`src/safe_out_defs.svh`:
```
`ifndef SAFE_OUT_DEFS_SVH
`define SAFE_OUT_DEFS_SVH
`define ADDR_CTRL 12'h000
`define ADDR_STORE_CODE 12'h004
`define ADDR_PROJECT_CRC 12'h008
`define ADDR_STATUS 12'h00C
`define ADDR_TEMP1 12'h010
`define ADDR_TEMP2 12'h014
`define ADDR_TEMP_OUT 12'h018
`define ADDR_ERR_CODE 12'h01C
`define CTRL_STD_GATE 0
`define CTRL_CUR_MEAS 1
`define CTRL_OUT_TEST 2
`define CTRL_ERR_ACK 3
`define CTRL_RESET 4'h6
`define PARAM_RESET 16'h0000
`define CONN_ERR_CODE 8'h0E
`define TICK_NS 50000000
`define CLK_NS 100
`define TICK_CYCLES (`TICK_NS / `CLK_NS)
`define TEST_PULSE_CYCLES 8'h0A
`define TEST_PERIOD_CYCLES 16'h2710
`define FLICKER_TICKS 5'h08
`define SHORT_PAUSE_TICKS 5'h04
`define LONG_PAUSE_TICKS 5'h0C
`endif

```
`src/safe_out_pkg.sv`:
```
package safe_out_pkg;
    typedef enum logic [2:0] {
        blk_idle,
        blk_flicker,
        blk_on,
        blk_off,
        blk_pause
    } blink_state_e;
    typedef struct packed {
        logic std_gate;
        logic cur_meas;
        logic out_test;
        logic err_ack;
    } ctrl_s;
    typedef struct packed {
        logic [3:0] chan_err;
        logic volt_low;
        logic volt_high;
        logic temp_low;
        logic temp_high;
        logic temp_diff;
        logic circuit_err;
    } fault_s;
endpackage : safe_out_pkg

```
`src/safe_output_diag_control.sv`:
```
`timescale 1ns/1ps
`include "safe_out_defs.svh"
// Function
// - with standard gating on, each safe output is the safety command ANDed with the PLC bit.
// - test pulses are produced when current measurement or output testing is on, else none.
// - with acknowledge on, a terminal error resets the connection and shows code 14 until acknowledged.
// - with acknowledge off, a terminal error latches until power cycling and no command clears it.
// - store code and project checksum parameters are held, both resetting to 0x0000.
// - an error on channel N (1 to 4) blinks flicker then N pulses on the output-fault LED.
// - field voltage too low gives 5 pulses, too high gives 6.
// - temperature low 7, high 8, difference 9, output circuit error 10 pulses.
// - errors shown on the output-fault LED stay latched until power cycling.
// - an internal error lights the indicator, blinks the detail LED and shuts the device down.
// - the internal code is four counted sequences with short pauses, then a long pause, repeating.
// - any control write with byte 0 strobed after the first (start-up setup) write forces permanent fail-stop.
// - three read-only temperature readings are exposed, zero by default.
module safe_output_diag_control
    import safe_out_pkg::*;
#(
    parameter int TICK_COUNT = `TICK_CYCLES
) (
    // clock and reset
    input wire logic aclk,
    input wire logic aresetn,
    // axi4-lite write
    input wire logic [11:0] s_axi_awaddr,
    input wire logic s_axi_awvalid,
    output logic s_axi_awready,
    input wire logic [31:0] s_axi_wdata,
    input wire logic [3:0] s_axi_wstrb,
    input wire logic s_axi_wvalid,
    output logic s_axi_wready,
    output logic [1:0] s_axi_bresp,
    output logic s_axi_bvalid,
    input wire logic s_axi_bready,
    // axi4-lite read
    input wire logic [11:0] s_axi_araddr,
    input wire logic s_axi_arvalid,
    output logic s_axi_arready,
    output logic [31:0] s_axi_rdata,
    output logic [1:0] s_axi_rresp,
    output logic s_axi_rvalid,
    input wire logic s_axi_rready,
    // safety and plc commands
    input wire logic [3:0] safe_cmd,
    input wire logic [3:0] std_cmd,
    input wire logic group_error_acknowledge,
    // field status
    input wire fault_s fault_in,
    input wire logic internal_err,
    input wire logic [3:0] internal_code [4],
    input wire logic [15:0] temp1_in,
    input wire logic [15:0] temp2_in,
    input wire logic [15:0] temp_out_in,
    // outputs and leds
    output logic [3:0] safe_out,
    output logic conn_reset,
    output logic led_out_fault,
    output logic led_int_err,
    output logic led_int_detail
);
    ctrl_s ctrl_ff;
    logic [15:0] store_code_ff, project_crc_ff;
    logic [15:0] temp1_ff, temp2_ff, temp_out_ff;
    logic [3:0] err_code_ff;
    logic conn_err_ff, fail_stop_ff, shutdown_ff, cfg_done_ff;
    logic aw_hold_ff, w_hold_ff;
    logic [11:0] awaddr_ff;
    logic [31:0] wdata_ff;
    logic [3:0] wstrb_ff;
    logic [31:0] tick_cnt_ff;
    logic tick_ff;
    logic [15:0] test_cnt_ff;
    logic pulse_ff;
    logic do_write;
    logic [3:0] nxt_code;
    logic [3:0] code_ff;
    blink_state_e fst_ff, ist_ff;
    logic [4:0] fdly_ff, idly_ff;
    logic [3:0] fcnt_ff, icnt_ff;
    logic [1:0] iseq_ff;

    assign do_write = aw_hold_ff && w_hold_ff && !s_axi_bvalid;

    // write channel capture, either order
    always_ff @(posedge aclk) begin
        if (!aresetn) begin
            aw_hold_ff <= 1'b0;
            w_hold_ff <= 1'b0;
            awaddr_ff <= 12'h000;
            wdata_ff <= 32'h00000000;
            wstrb_ff <= 4'h0;
            s_axi_bvalid <= 1'b0;
            s_axi_bresp <= 2'h0;
            s_axi_awready <= 1'b0;
            s_axi_wready <= 1'b0;
        end else begin
            // ready flops see the next hold and response state
            s_axi_awready <= !aw_hold_ff && !(s_axi_awvalid && s_axi_awready) &&
                             !(s_axi_bvalid && !s_axi_bready);
            s_axi_wready <= !w_hold_ff && !(s_axi_wvalid && s_axi_wready) &&
                            !(s_axi_bvalid && !s_axi_bready);
            if (s_axi_awvalid && s_axi_awready) begin
                aw_hold_ff <= 1'b1;
                awaddr_ff <= s_axi_awaddr;
            end
            if (s_axi_wvalid && s_axi_wready) begin
                w_hold_ff <= 1'b1;
                wdata_ff <= s_axi_wdata;
                wstrb_ff <= s_axi_wstrb;
            end
            if (do_write) begin
                aw_hold_ff <= 1'b0;
                w_hold_ff <= 1'b0;
                s_axi_bvalid <= 1'b1;
                if (awaddr_ff == `ADDR_CTRL || awaddr_ff == `ADDR_STORE_CODE ||
                    awaddr_ff == `ADDR_PROJECT_CRC) begin
                    s_axi_bresp <= 2'h0;
                end else begin
                    s_axi_bresp <= 2'h2;
                end
            end else if (s_axi_bvalid && s_axi_bready) begin
                s_axi_bvalid <= 1'b0;
            end
        end
    end

    // first ctrl write is start-up setup, a later one a forbidden change; fail-stop drops all
    always_ff @(posedge aclk) begin
        if (!aresetn) begin
            ctrl_ff <= `CTRL_RESET;
            store_code_ff <= `PARAM_RESET;
            project_crc_ff <= `PARAM_RESET;
            fail_stop_ff <= 1'b0;
            cfg_done_ff <= 1'b0;
        end else if (do_write && !fail_stop_ff) begin
            if (awaddr_ff == `ADDR_CTRL) begin
                if (wstrb_ff[0] && cfg_done_ff) begin
                    fail_stop_ff <= 1'b1;
                end else if (wstrb_ff[0]) begin
                    ctrl_ff <= {wdata_ff[`CTRL_STD_GATE], wdata_ff[`CTRL_CUR_MEAS],
                                wdata_ff[`CTRL_OUT_TEST], wdata_ff[`CTRL_ERR_ACK]};
                    cfg_done_ff <= 1'b1;
                end
            end else if (awaddr_ff == `ADDR_STORE_CODE) begin
                if (wstrb_ff[0]) store_code_ff[7:0] <= wdata_ff[7:0];
                if (wstrb_ff[1]) store_code_ff[15:8] <= wdata_ff[15:8];
            end else if (awaddr_ff == `ADDR_PROJECT_CRC) begin
                if (wstrb_ff[0]) project_crc_ff[7:0] <= wdata_ff[7:0];
                if (wstrb_ff[1]) project_crc_ff[15:8] <= wdata_ff[15:8];
            end
        end
    end

    // read channel
    always_ff @(posedge aclk) begin
        if (!aresetn) begin
            s_axi_arready <= 1'b0;
            s_axi_rvalid <= 1'b0;
            s_axi_rdata <= 32'h00000000;
            s_axi_rresp <= 2'h0;
        end else begin
            s_axi_arready <= 1'b0;
            if (s_axi_rvalid && s_axi_rready) begin
                s_axi_rvalid <= 1'b0;
            end else if (s_axi_arvalid && !s_axi_arready && !s_axi_rvalid) begin
                s_axi_arready <= 1'b1;
                s_axi_rvalid <= 1'b1;
                s_axi_rresp <= 2'h0;
                if (s_axi_araddr == `ADDR_CTRL) begin
                    s_axi_rdata <= {28'h0, ctrl_ff.err_ack, ctrl_ff.out_test,
                                    ctrl_ff.cur_meas, ctrl_ff.std_gate};
                end else if (s_axi_araddr == `ADDR_STORE_CODE) begin
                    s_axi_rdata <= {16'h0, store_code_ff};
                end else if (s_axi_araddr == `ADDR_PROJECT_CRC) begin
                    s_axi_rdata <= {16'h0, project_crc_ff};
                end else if (s_axi_araddr == `ADDR_STATUS) begin
                    s_axi_rdata <= {24'h0, err_code_ff, shutdown_ff, fail_stop_ff,
                                    conn_err_ff, led_out_fault};
                end else if (s_axi_araddr == `ADDR_TEMP1) begin
                    s_axi_rdata <= {16'h0, temp1_ff};
                end else if (s_axi_araddr == `ADDR_TEMP2) begin
                    s_axi_rdata <= {16'h0, temp2_ff};
                end else if (s_axi_araddr == `ADDR_TEMP_OUT) begin
                    s_axi_rdata <= {16'h0, temp_out_ff};
                end else if (s_axi_araddr == `ADDR_ERR_CODE) begin
                    s_axi_rdata <= {24'h0, conn_err_ff ? `CONN_ERR_CODE : 8'h00};
                end else begin
                    s_axi_rdata <= 32'h00000000;
                    s_axi_rresp <= 2'h2;
                end
            end
        end
    end

    // temperature sampling
    always_ff @(posedge aclk) begin
        if (!aresetn) begin
            temp1_ff <= 16'h0000;
            temp2_ff <= 16'h0000;
            temp_out_ff <= 16'h0000;
        end else begin
            temp1_ff <= temp1_in;
            temp2_ff <= temp2_in;
            temp_out_ff <= temp_out_in;
        end
    end

    // highest priority fault picks the pulse count
    always_comb begin
        nxt_code = 4'h0;
        if (fault_in.chan_err[0]) nxt_code = 4'h1;
        else if (fault_in.chan_err[1]) nxt_code = 4'h2;
        else if (fault_in.chan_err[2]) nxt_code = 4'h3;
        else if (fault_in.chan_err[3]) nxt_code = 4'h4;
        else if (fault_in.volt_low) nxt_code = 4'h5;
        else if (fault_in.volt_high) nxt_code = 4'h6;
        else if (fault_in.temp_low) nxt_code = 4'h7;
        else if (fault_in.temp_high) nxt_code = 4'h8;
        else if (fault_in.temp_diff) nxt_code = 4'h9;
        else if (fault_in.circuit_err) nxt_code = 4'hA;
    end

    // latched terminal error; only a power-up reset clears the code
    always_ff @(posedge aclk) begin
        if (!aresetn) begin
            err_code_ff <= 4'h0;
        end else if (err_code_ff == 4'h0 && nxt_code != 4'h0) begin
            err_code_ff <= nxt_code;
        end
    end

    // connection reset with code 14 when acknowledge mode is on; new error beats ack
    always_ff @(posedge aclk) begin
        if (!aresetn) begin
            conn_err_ff <= 1'b0;
        end else if (ctrl_ff.err_ack && nxt_code != 4'h0) begin
            conn_err_ff <= 1'b1;
        end else if (group_error_acknowledge) begin
            conn_err_ff <= 1'b0;
        end
    end

    always_ff @(posedge aclk) begin
        if (!aresetn) begin
            shutdown_ff <= 1'b0;
        end else if (internal_err) begin
            shutdown_ff <= 1'b1;
        end
    end

    // free running blink tick
    always_ff @(posedge aclk) begin
        if (!aresetn) begin
            tick_cnt_ff <= 32'h00000000;
            tick_ff <= 1'b0;
        end else if (tick_cnt_ff >= 32'(TICK_COUNT - 1)) begin
            tick_cnt_ff <= 32'h00000000;
            tick_ff <= 1'b1;
        end else begin
            tick_cnt_ff <= tick_cnt_ff + 32'h00000001;
            tick_ff <= 1'b0;
        end
    end

    // short low test pulse once per period
    always_ff @(posedge aclk) begin
        if (!aresetn) begin
            test_cnt_ff <= 16'h0000;
            pulse_ff <= 1'b0;
        end else begin
            test_cnt_ff <= (test_cnt_ff >= `TEST_PERIOD_CYCLES - 16'h0001) ? 16'h0000 :
                           test_cnt_ff + 16'h0001;
            pulse_ff <= (ctrl_ff.cur_meas || ctrl_ff.out_test) &&
                        (test_cnt_ff < {8'h00, `TEST_PULSE_CYCLES});
        end
    end

    // output drive; any error, fail-stop or shutdown forces safe state
    always_ff @(posedge aclk) begin
        if (!aresetn) begin
            safe_out <= 4'h0;
            conn_reset <= 1'b0;
            led_int_err <= 1'b0;
        end else begin
            conn_reset <= conn_err_ff;
            led_int_err <= shutdown_ff;
            if (fail_stop_ff || shutdown_ff || err_code_ff != 4'h0 || conn_err_ff) begin
                safe_out <= 4'h0;
            end else if (ctrl_ff.std_gate) begin
                safe_out <= (safe_cmd & std_cmd) & {4{!pulse_ff}};
            end else begin
                safe_out <= safe_cmd & {4{!pulse_ff}};
            end
        end
    end

    // output-fault blinker: flicker, then code pulses, then repeat
    always_ff @(posedge aclk) begin
        if (!aresetn) begin
            fst_ff <= blk_idle;
            fdly_ff <= 5'h00;
            fcnt_ff <= 4'h0;
            led_out_fault <= 1'b0;
        end else if (tick_ff) begin
            case (fst_ff)
                blk_idle: begin
                    led_out_fault <= 1'b0;
                    if (err_code_ff != 4'h0) begin
                        fst_ff <= blk_flicker;
                        fdly_ff <= `FLICKER_TICKS;
                    end
                end
                blk_flicker: begin
                    led_out_fault <= !led_out_fault;
                    fdly_ff <= fdly_ff - 5'h01;
                    if (fdly_ff == 5'h01) begin
                        fst_ff <= blk_pause;
                        fcnt_ff <= err_code_ff;
                    end
                end
                blk_pause: begin
                    led_out_fault <= 1'b0;
                    fst_ff <= blk_on;
                end
                blk_on: begin
                    led_out_fault <= 1'b1;
                    fcnt_ff <= fcnt_ff - 4'h1;
                    fst_ff <= blk_off;
                end
                default: begin
                    led_out_fault <= 1'b0;
                    if (fcnt_ff == 4'h0) begin
                        fst_ff <= blk_flicker;
                        fdly_ff <= `FLICKER_TICKS;
                    end else begin
                        fst_ff <= blk_on;
                    end
                end
            endcase
        end
    end

    // track code while idle so the first sequence is ready; reloaded with the next code at the end of each pause
    always_ff @(posedge aclk) begin
        if (!aresetn) begin
            code_ff <= 4'h0;
        end else if (ist_ff == blk_idle) begin
            code_ff <= internal_code[0];
        end else if (ist_ff == blk_pause && idly_ff == 5'h01 && tick_ff) begin
            code_ff <= internal_code[iseq_ff];
        end
    end

    // detail blinker: four counted sequences, short pauses, long pause
    always_ff @(posedge aclk) begin
        if (!aresetn) begin
            ist_ff <= blk_idle;
            idly_ff <= 5'h00;
            icnt_ff <= 4'h0;
            iseq_ff <= 2'h0;
            led_int_detail <= 1'b0;
        end else if (tick_ff) begin
            case (ist_ff)
                blk_idle: begin
                    led_int_detail <= 1'b0;
                    if (shutdown_ff) begin
                        ist_ff <= blk_on;
                        icnt_ff <= code_ff;
                        iseq_ff <= 2'h0;
                    end
                end
                blk_on: begin
                    led_int_detail <= icnt_ff != 4'h0;
                    icnt_ff <= (icnt_ff == 4'h0) ? 4'h0 : icnt_ff - 4'h1;
                    ist_ff <= blk_off;
                end
                blk_off: begin
                    led_int_detail <= 1'b0;
                    if (icnt_ff != 4'h0) begin
                        ist_ff <= blk_on;
                    end else begin
                        ist_ff <= blk_pause;
                        iseq_ff <= iseq_ff + 2'h1;
                        idly_ff <= (iseq_ff == 2'h3) ? `LONG_PAUSE_TICKS :
                                   `SHORT_PAUSE_TICKS;
                    end
                end
                default: begin
                    led_int_detail <= 1'b0;
                    idly_ff <= idly_ff - 5'h01;
                    if (idly_ff == 5'h01) begin
                        ist_ff <= blk_flicker;
                    end
                end
            endcase
            if (ist_ff == blk_flicker) begin
                ist_ff <= blk_on;
                icnt_ff <= code_ff;
            end
        end
    end
endmodule : safe_output_diag_control
```
`config.mk`:
```
export PLATFORM = sky130hd
export DESIGN_NAME = safe_output_diag_control
export DESIGN_NICKNAME = d
export VERILOG_FILES = /design/src/safe_out_pkg.sv /design/src/safe_output_diag_control.sv
export VERILOG_INCLUDE_DIRS = /design/src /design/src/src
export SDC_FILE = /design/constraint.sdc
export NUM_CORES = 1
export LEC_CHECK = 0
export BUFFER_PORTS_ARGS = -buffer_cell sky130_fd_sc_hd__buf_2
export CAP_MARGIN = 20
export CORE_ASPECT_RATIO = 0.75
export CORE_MARGIN = 5
export CORE_UTILIZATION = 30
export DETAILED_ROUTE_END_ITERATION = 10
export GPL_TIMING_DRIVEN = 1
export SETUP_SLACK_MARGIN = 0.5
export SYNTH_ARGS = -nofsm -noshare
export SYNTH_HDL_FRONTEND = slang
export SYNTH_SLANG_ARGS = --single-unit
```
`constraint.sdc`:
```
create_clock -name aclk -period 3.1 [get_ports aclk]
set_input_delay 0.155 -clock aclk [delete_from_list [all_inputs] [get_ports aclk]]
set_output_delay 0.155 -clock aclk [all_outputs]
set_load 0.1 [all_outputs]
```
==> results.rst <==
.. list-table::
   :header-rows: 1

   * - Metric
     - Value
   * - Number of cell rows
     - 58
   * - End of the worst register-to-register path
     - project_crc_ff[4]
   * - Commonest non-fill, non-tap cell in the layout
     - sky130_fd_sc_hd__dfxtp_1
   * - Unrepaired setup endpoints after global routing
     - false
   * - DRT iter0 DRCs
     - 620
   * - Fraction of final layout cells with drive strength greater than 1
     - around 17%
   * - Maximum capacitance violations
     - 0
   * - Routing layer with the top usage in global route
     - met2
   * - Min cycle time layout
     - ~2300 ps
   * - Outcome
     - finished, final reports clean
   * - Post-route DRC
     - 0
   * - IR drop worst, VDD
     - roughly 370 uV
   * - Antenna diode count
     - 0
   * - Min-delay worst type
     - in2reg
   * - Number of antenna-violating nets in the routed design
     - 0
   * - CP Data Required Time
     - roughly 3600 ps
   * - Number of primary I/O pins
     - 200
   * - Origin of the worst min-delay path
     - fault_in[7]
   * - Initial antenna violation count
     - 0
   * - Largest net degree at the start of global routing
     - 85
   * - Number of global-route vias before repair
     - approximately 8600
   * - GRT Total Usage
     - between 10% and 20%
   * - Worst hold margin
     - 37.3 ps
   * - Global Route met2 Usage
     - 23.4%
   * - CTS tree
     - yes
   * - M3 GR Usage
     - under 10%
   * - CTS root buf
     - sky130_fd_sc_hd__clkbuf_16
   * - Final-layout fill cell count
     - 3309
   * - Fmax
     - 438 MHz
   * - Total Die Area
     - around 37000 um^2
   * - Final Hold Violating Endpoints
     - 0
   * - Cell taking the most area after synthesis
     - sky130_fd_sc_hd__dfxtp_1
   * - TNS Setup
     - 0 ps
   * - Worst hold stages
     - 4
   * - Number of vias per cell
     - 4.84
   * - Area used by sequential logic in the layout
     - approximately 4700 um^2
   * - Per-cell routed wire length
     - ~15 um
   * - Number of warning messages in the yosys log
     - 0
   * - Total Routed Length
     - 28400 um
   * - Post-layout net count
     - 1530
   * - Post-DP Area
     - 11300 um^2
   * - Global-route wire length before repair
     - ~45000 um
   * - Number of detailed-route iterations in the first pass
     - 6
   * - Crit Reg-Reg Startpoint
     - awaddr_ff[7]
   * - Number of cells on the worst reg-to-reg path
     - 4
   * - Growth of design area from synthesis to finish
     - 29.3%
   * - Static leakage
     - 5.02 nW
   * - Actual transition at the worst max-transition pin
     - approximately 1000 ps
   * - Max-slew violation count
     - 0
   * - Clock-pin slew of the registers on the worst-case setup and hold paths
     - about 60 ps
   * - Worst-path fanout max
     - 8
   * - Hold Path Sink
     - err_code_ff[3]
   * - Vias after detailed routing
     - around 9000
   * - Sequential cell area fraction in the yosys report
     - ~47%
   * - Sink Count
     - about 240
   * - Number of enable-type register cells in the synthesized netlist
     - 0
   * - Synthesized cell area
     - between 10000 and 15000 um^2
   * - Post-synthesis register bit count
     - between 200 and 250
   * - Core area
     - 33400 um^2
   * - Kind of critical path
     - reg2reg
   * - Highest-count cells in the layout ignoring fill and taps
     - sky130_fd_sc_hd__dfxtp_1, sky130_fd_sc_hd__buf_2, sky130_fd_sc_hd__nand2_1, sky130_fd_sc_hd__dlygate4sd3_1, sky130_fd_sc_hd__mux2i_1
   * - Met1 Usage GRT
     - between 20% and 30%
   * - Clock Path Buffers
     - 3
   * - Post-route cell area
     - 13100 um^2
   * - Worst slew margin
     - a little under a third
   * - Final standard cell count with taps included and fillers excluded
     - around 1800
   * - Share of the cycle needed by the critical path after routing
     - between 70% and 80%
   * - H-tree levels
     - 1
   * - Initial Util
     - 30.3%
   * - Startpoint of the most critical setup path
     - awaddr_ff[7]
   * - RePlAce Congestion
     - slightly above 0.8
   * - Dominant register cell in the synthesized netlist
     - sky130_fd_sc_hd__dfxtp_1
   * - Detailed Place HPWL
     - 19500 um
   * - Input/output buffers
     - 163
   * - Post-Syn Instances
     - around 1100
   * - Share of synthesized flip-flops with an asynchronous set or reset
     - 0%
   * - Mean area per synthesized cell
     - approximately 9.0 um^2
   * - Clock latency at the later pin of the worst-skew pair
     - 540 ps
   * - Cell types occupying the most area after synthesis
     - sky130_fd_sc_hd__dfxtp_1, sky130_fd_sc_hd__mux2i_1, sky130_fd_sc_hd__nand2_1
   * - Total grt overflow
     - 0
   * - Power Density
     - between 500 and 600 nW/um^2
   * - Max Clock Skew
     - about 18 ps
   * - Multi-input combinational cell area
     - 5070 um^2
   * - Kind of end point of the critical path
     - register
   * - TritonCTS buffer count
     - 25
   * - Minimum setup slack among reg-to-reg paths
     - around 810 ps
   * - Die X
     - 222 um
   * - DIE HEIGHT
     - ~170 um
   * - Number of distinct library cells after synthesis
     - between 70 and 80
   * - Crit path DAT
     - 2750 ps
   * - Fraction of post-synthesis cell area in the top cell type by area
     - 46.6%
   * - Final number of setup-violating endpoints
     - 0
   * - Startpoint type of the worst setup path
     - register
   * - Instance count after placement with tap cells included
     - ~1700
==> kinds of logic (layout without fill, tap and decap cells) <==
logic type               Yosys count  count (layout)  synth area share (%)
adder cells (fa/ha/maj)            8               8                 0.991
XOR/XNOR                          26              26                  2.25
AND/OR/NAND/NOR                  484             484                  25.5
multiplexers                      74              74                  7.86
flip-flops                       235             235                  46.6
AO/OA/AOI/OAI                    189             189                  12.3
other                              1              33                0.0371
buffers and inverters            100             339                  4.51
==> synthesized netlist by cell type (all sizes together) (4+ instances only) <==
cell type    n
dfxtp      235
nand2      155
mux2i       67
a21oi       61
and2        56
nor2        53
clkbuf      50
nor3        50
buf         28
o21ai       28
nand3       24
nor4        24
inv         22
nand4       19
nand2b      17
xnor2       17
a211oi      16
and3        16
nor2b       13
or4         12
o31ai       11
o21a        10
a31oi        9
or3          9
xor2         9
ha           8
nor3b        7
or3b         6
a21boi       5
nand3b       5
a21o         4
a32oi        4
mux4         4
nand4b       4
o211ai       4
o22ai        4
==> registers in the layout (all words and copies together) (netlist names), 5 cells and up <==
signal          flops
test_cnt_ff        16
fdly_ff             5
wdata_ff           16
awaddr_ff          12
temp_out_ff        16
project_crc_ff     16
tick_cnt_ff        32
store_code_ff      16
temp2_ff           16
temp1_ff           16
s_axi_rdata        16
idly_ff             5
==> metal layers <==
metal,wire length [um],vias up
met5,0,-
met4,719,0
met3,1520,54
met2,12700,242
met1,13400,4159
li1,-,4433
==> critical path, cell delays in order (launching register included) <==
cell                      delay (ps)
sky130_fd_sc_hd__dfxtp_1         310
sky130_fd_sc_hd__nor4_1          560
sky130_fd_sc_hd__nand4_1         470
sky130_fd_sc_hd__nor2_2          640
sky130_fd_sc_hd__mux2i_1         240
==> how the worst max path moves through the flow <==
| stage | to | slack (ps) |
|---|---|---|
| floorplan | s_axi_rdata[1] | 1000 |
| global placement | project_crc_ff[1] | 840 |
| detailed placement | project_crc_ff[0] | 810 |
| CTS | project_crc_ff[0] | 820 |
| global route | project_crc_ff[4] | 630 |
| finish | project_crc_ff[4] | 810 |
==> timing repair <==
item / CTS / global route
hold buffers: 98 / 0
hold endpoints to repair: 93 / 0
gates resized for setup: 0 / 0
setup endpoints to repair: 0 / 0
setup buffers: 0 / 0
==> final cells by class <==
cell class,instances,area share [%]
inverter,22,0.632
multi-input combinational,814,38.8
clock inverter,7,0.421
clock buffer,37,5.44
sequential,235,36.0
tap,450,4.31
timing repair buffer,273,14.5
==> through the flow <==
stage / setup WS [ps] / utilization (%) / power, W
2_1_floorplan: 999 / - / 0.00387
3_3_place_gp: 836 / 33.9 / 0.00408
3_5_place_dp: 808 / 33.9 / 0.00409
4_1_cts: 817 / 39.2 / 0.00703
5_1_grt: 634 / 39.2 / 0.00724
6_report: 815 / 39.2 / 0.00694
==> power breakdown <==
group          switching [W]  internal, W
sequential         0.0000842      0.00314
clock                0.00122      0.00159
combinational       0.000565     0.000338
total                0.00186      0.00507
Power figures use the tool's default switching activity.
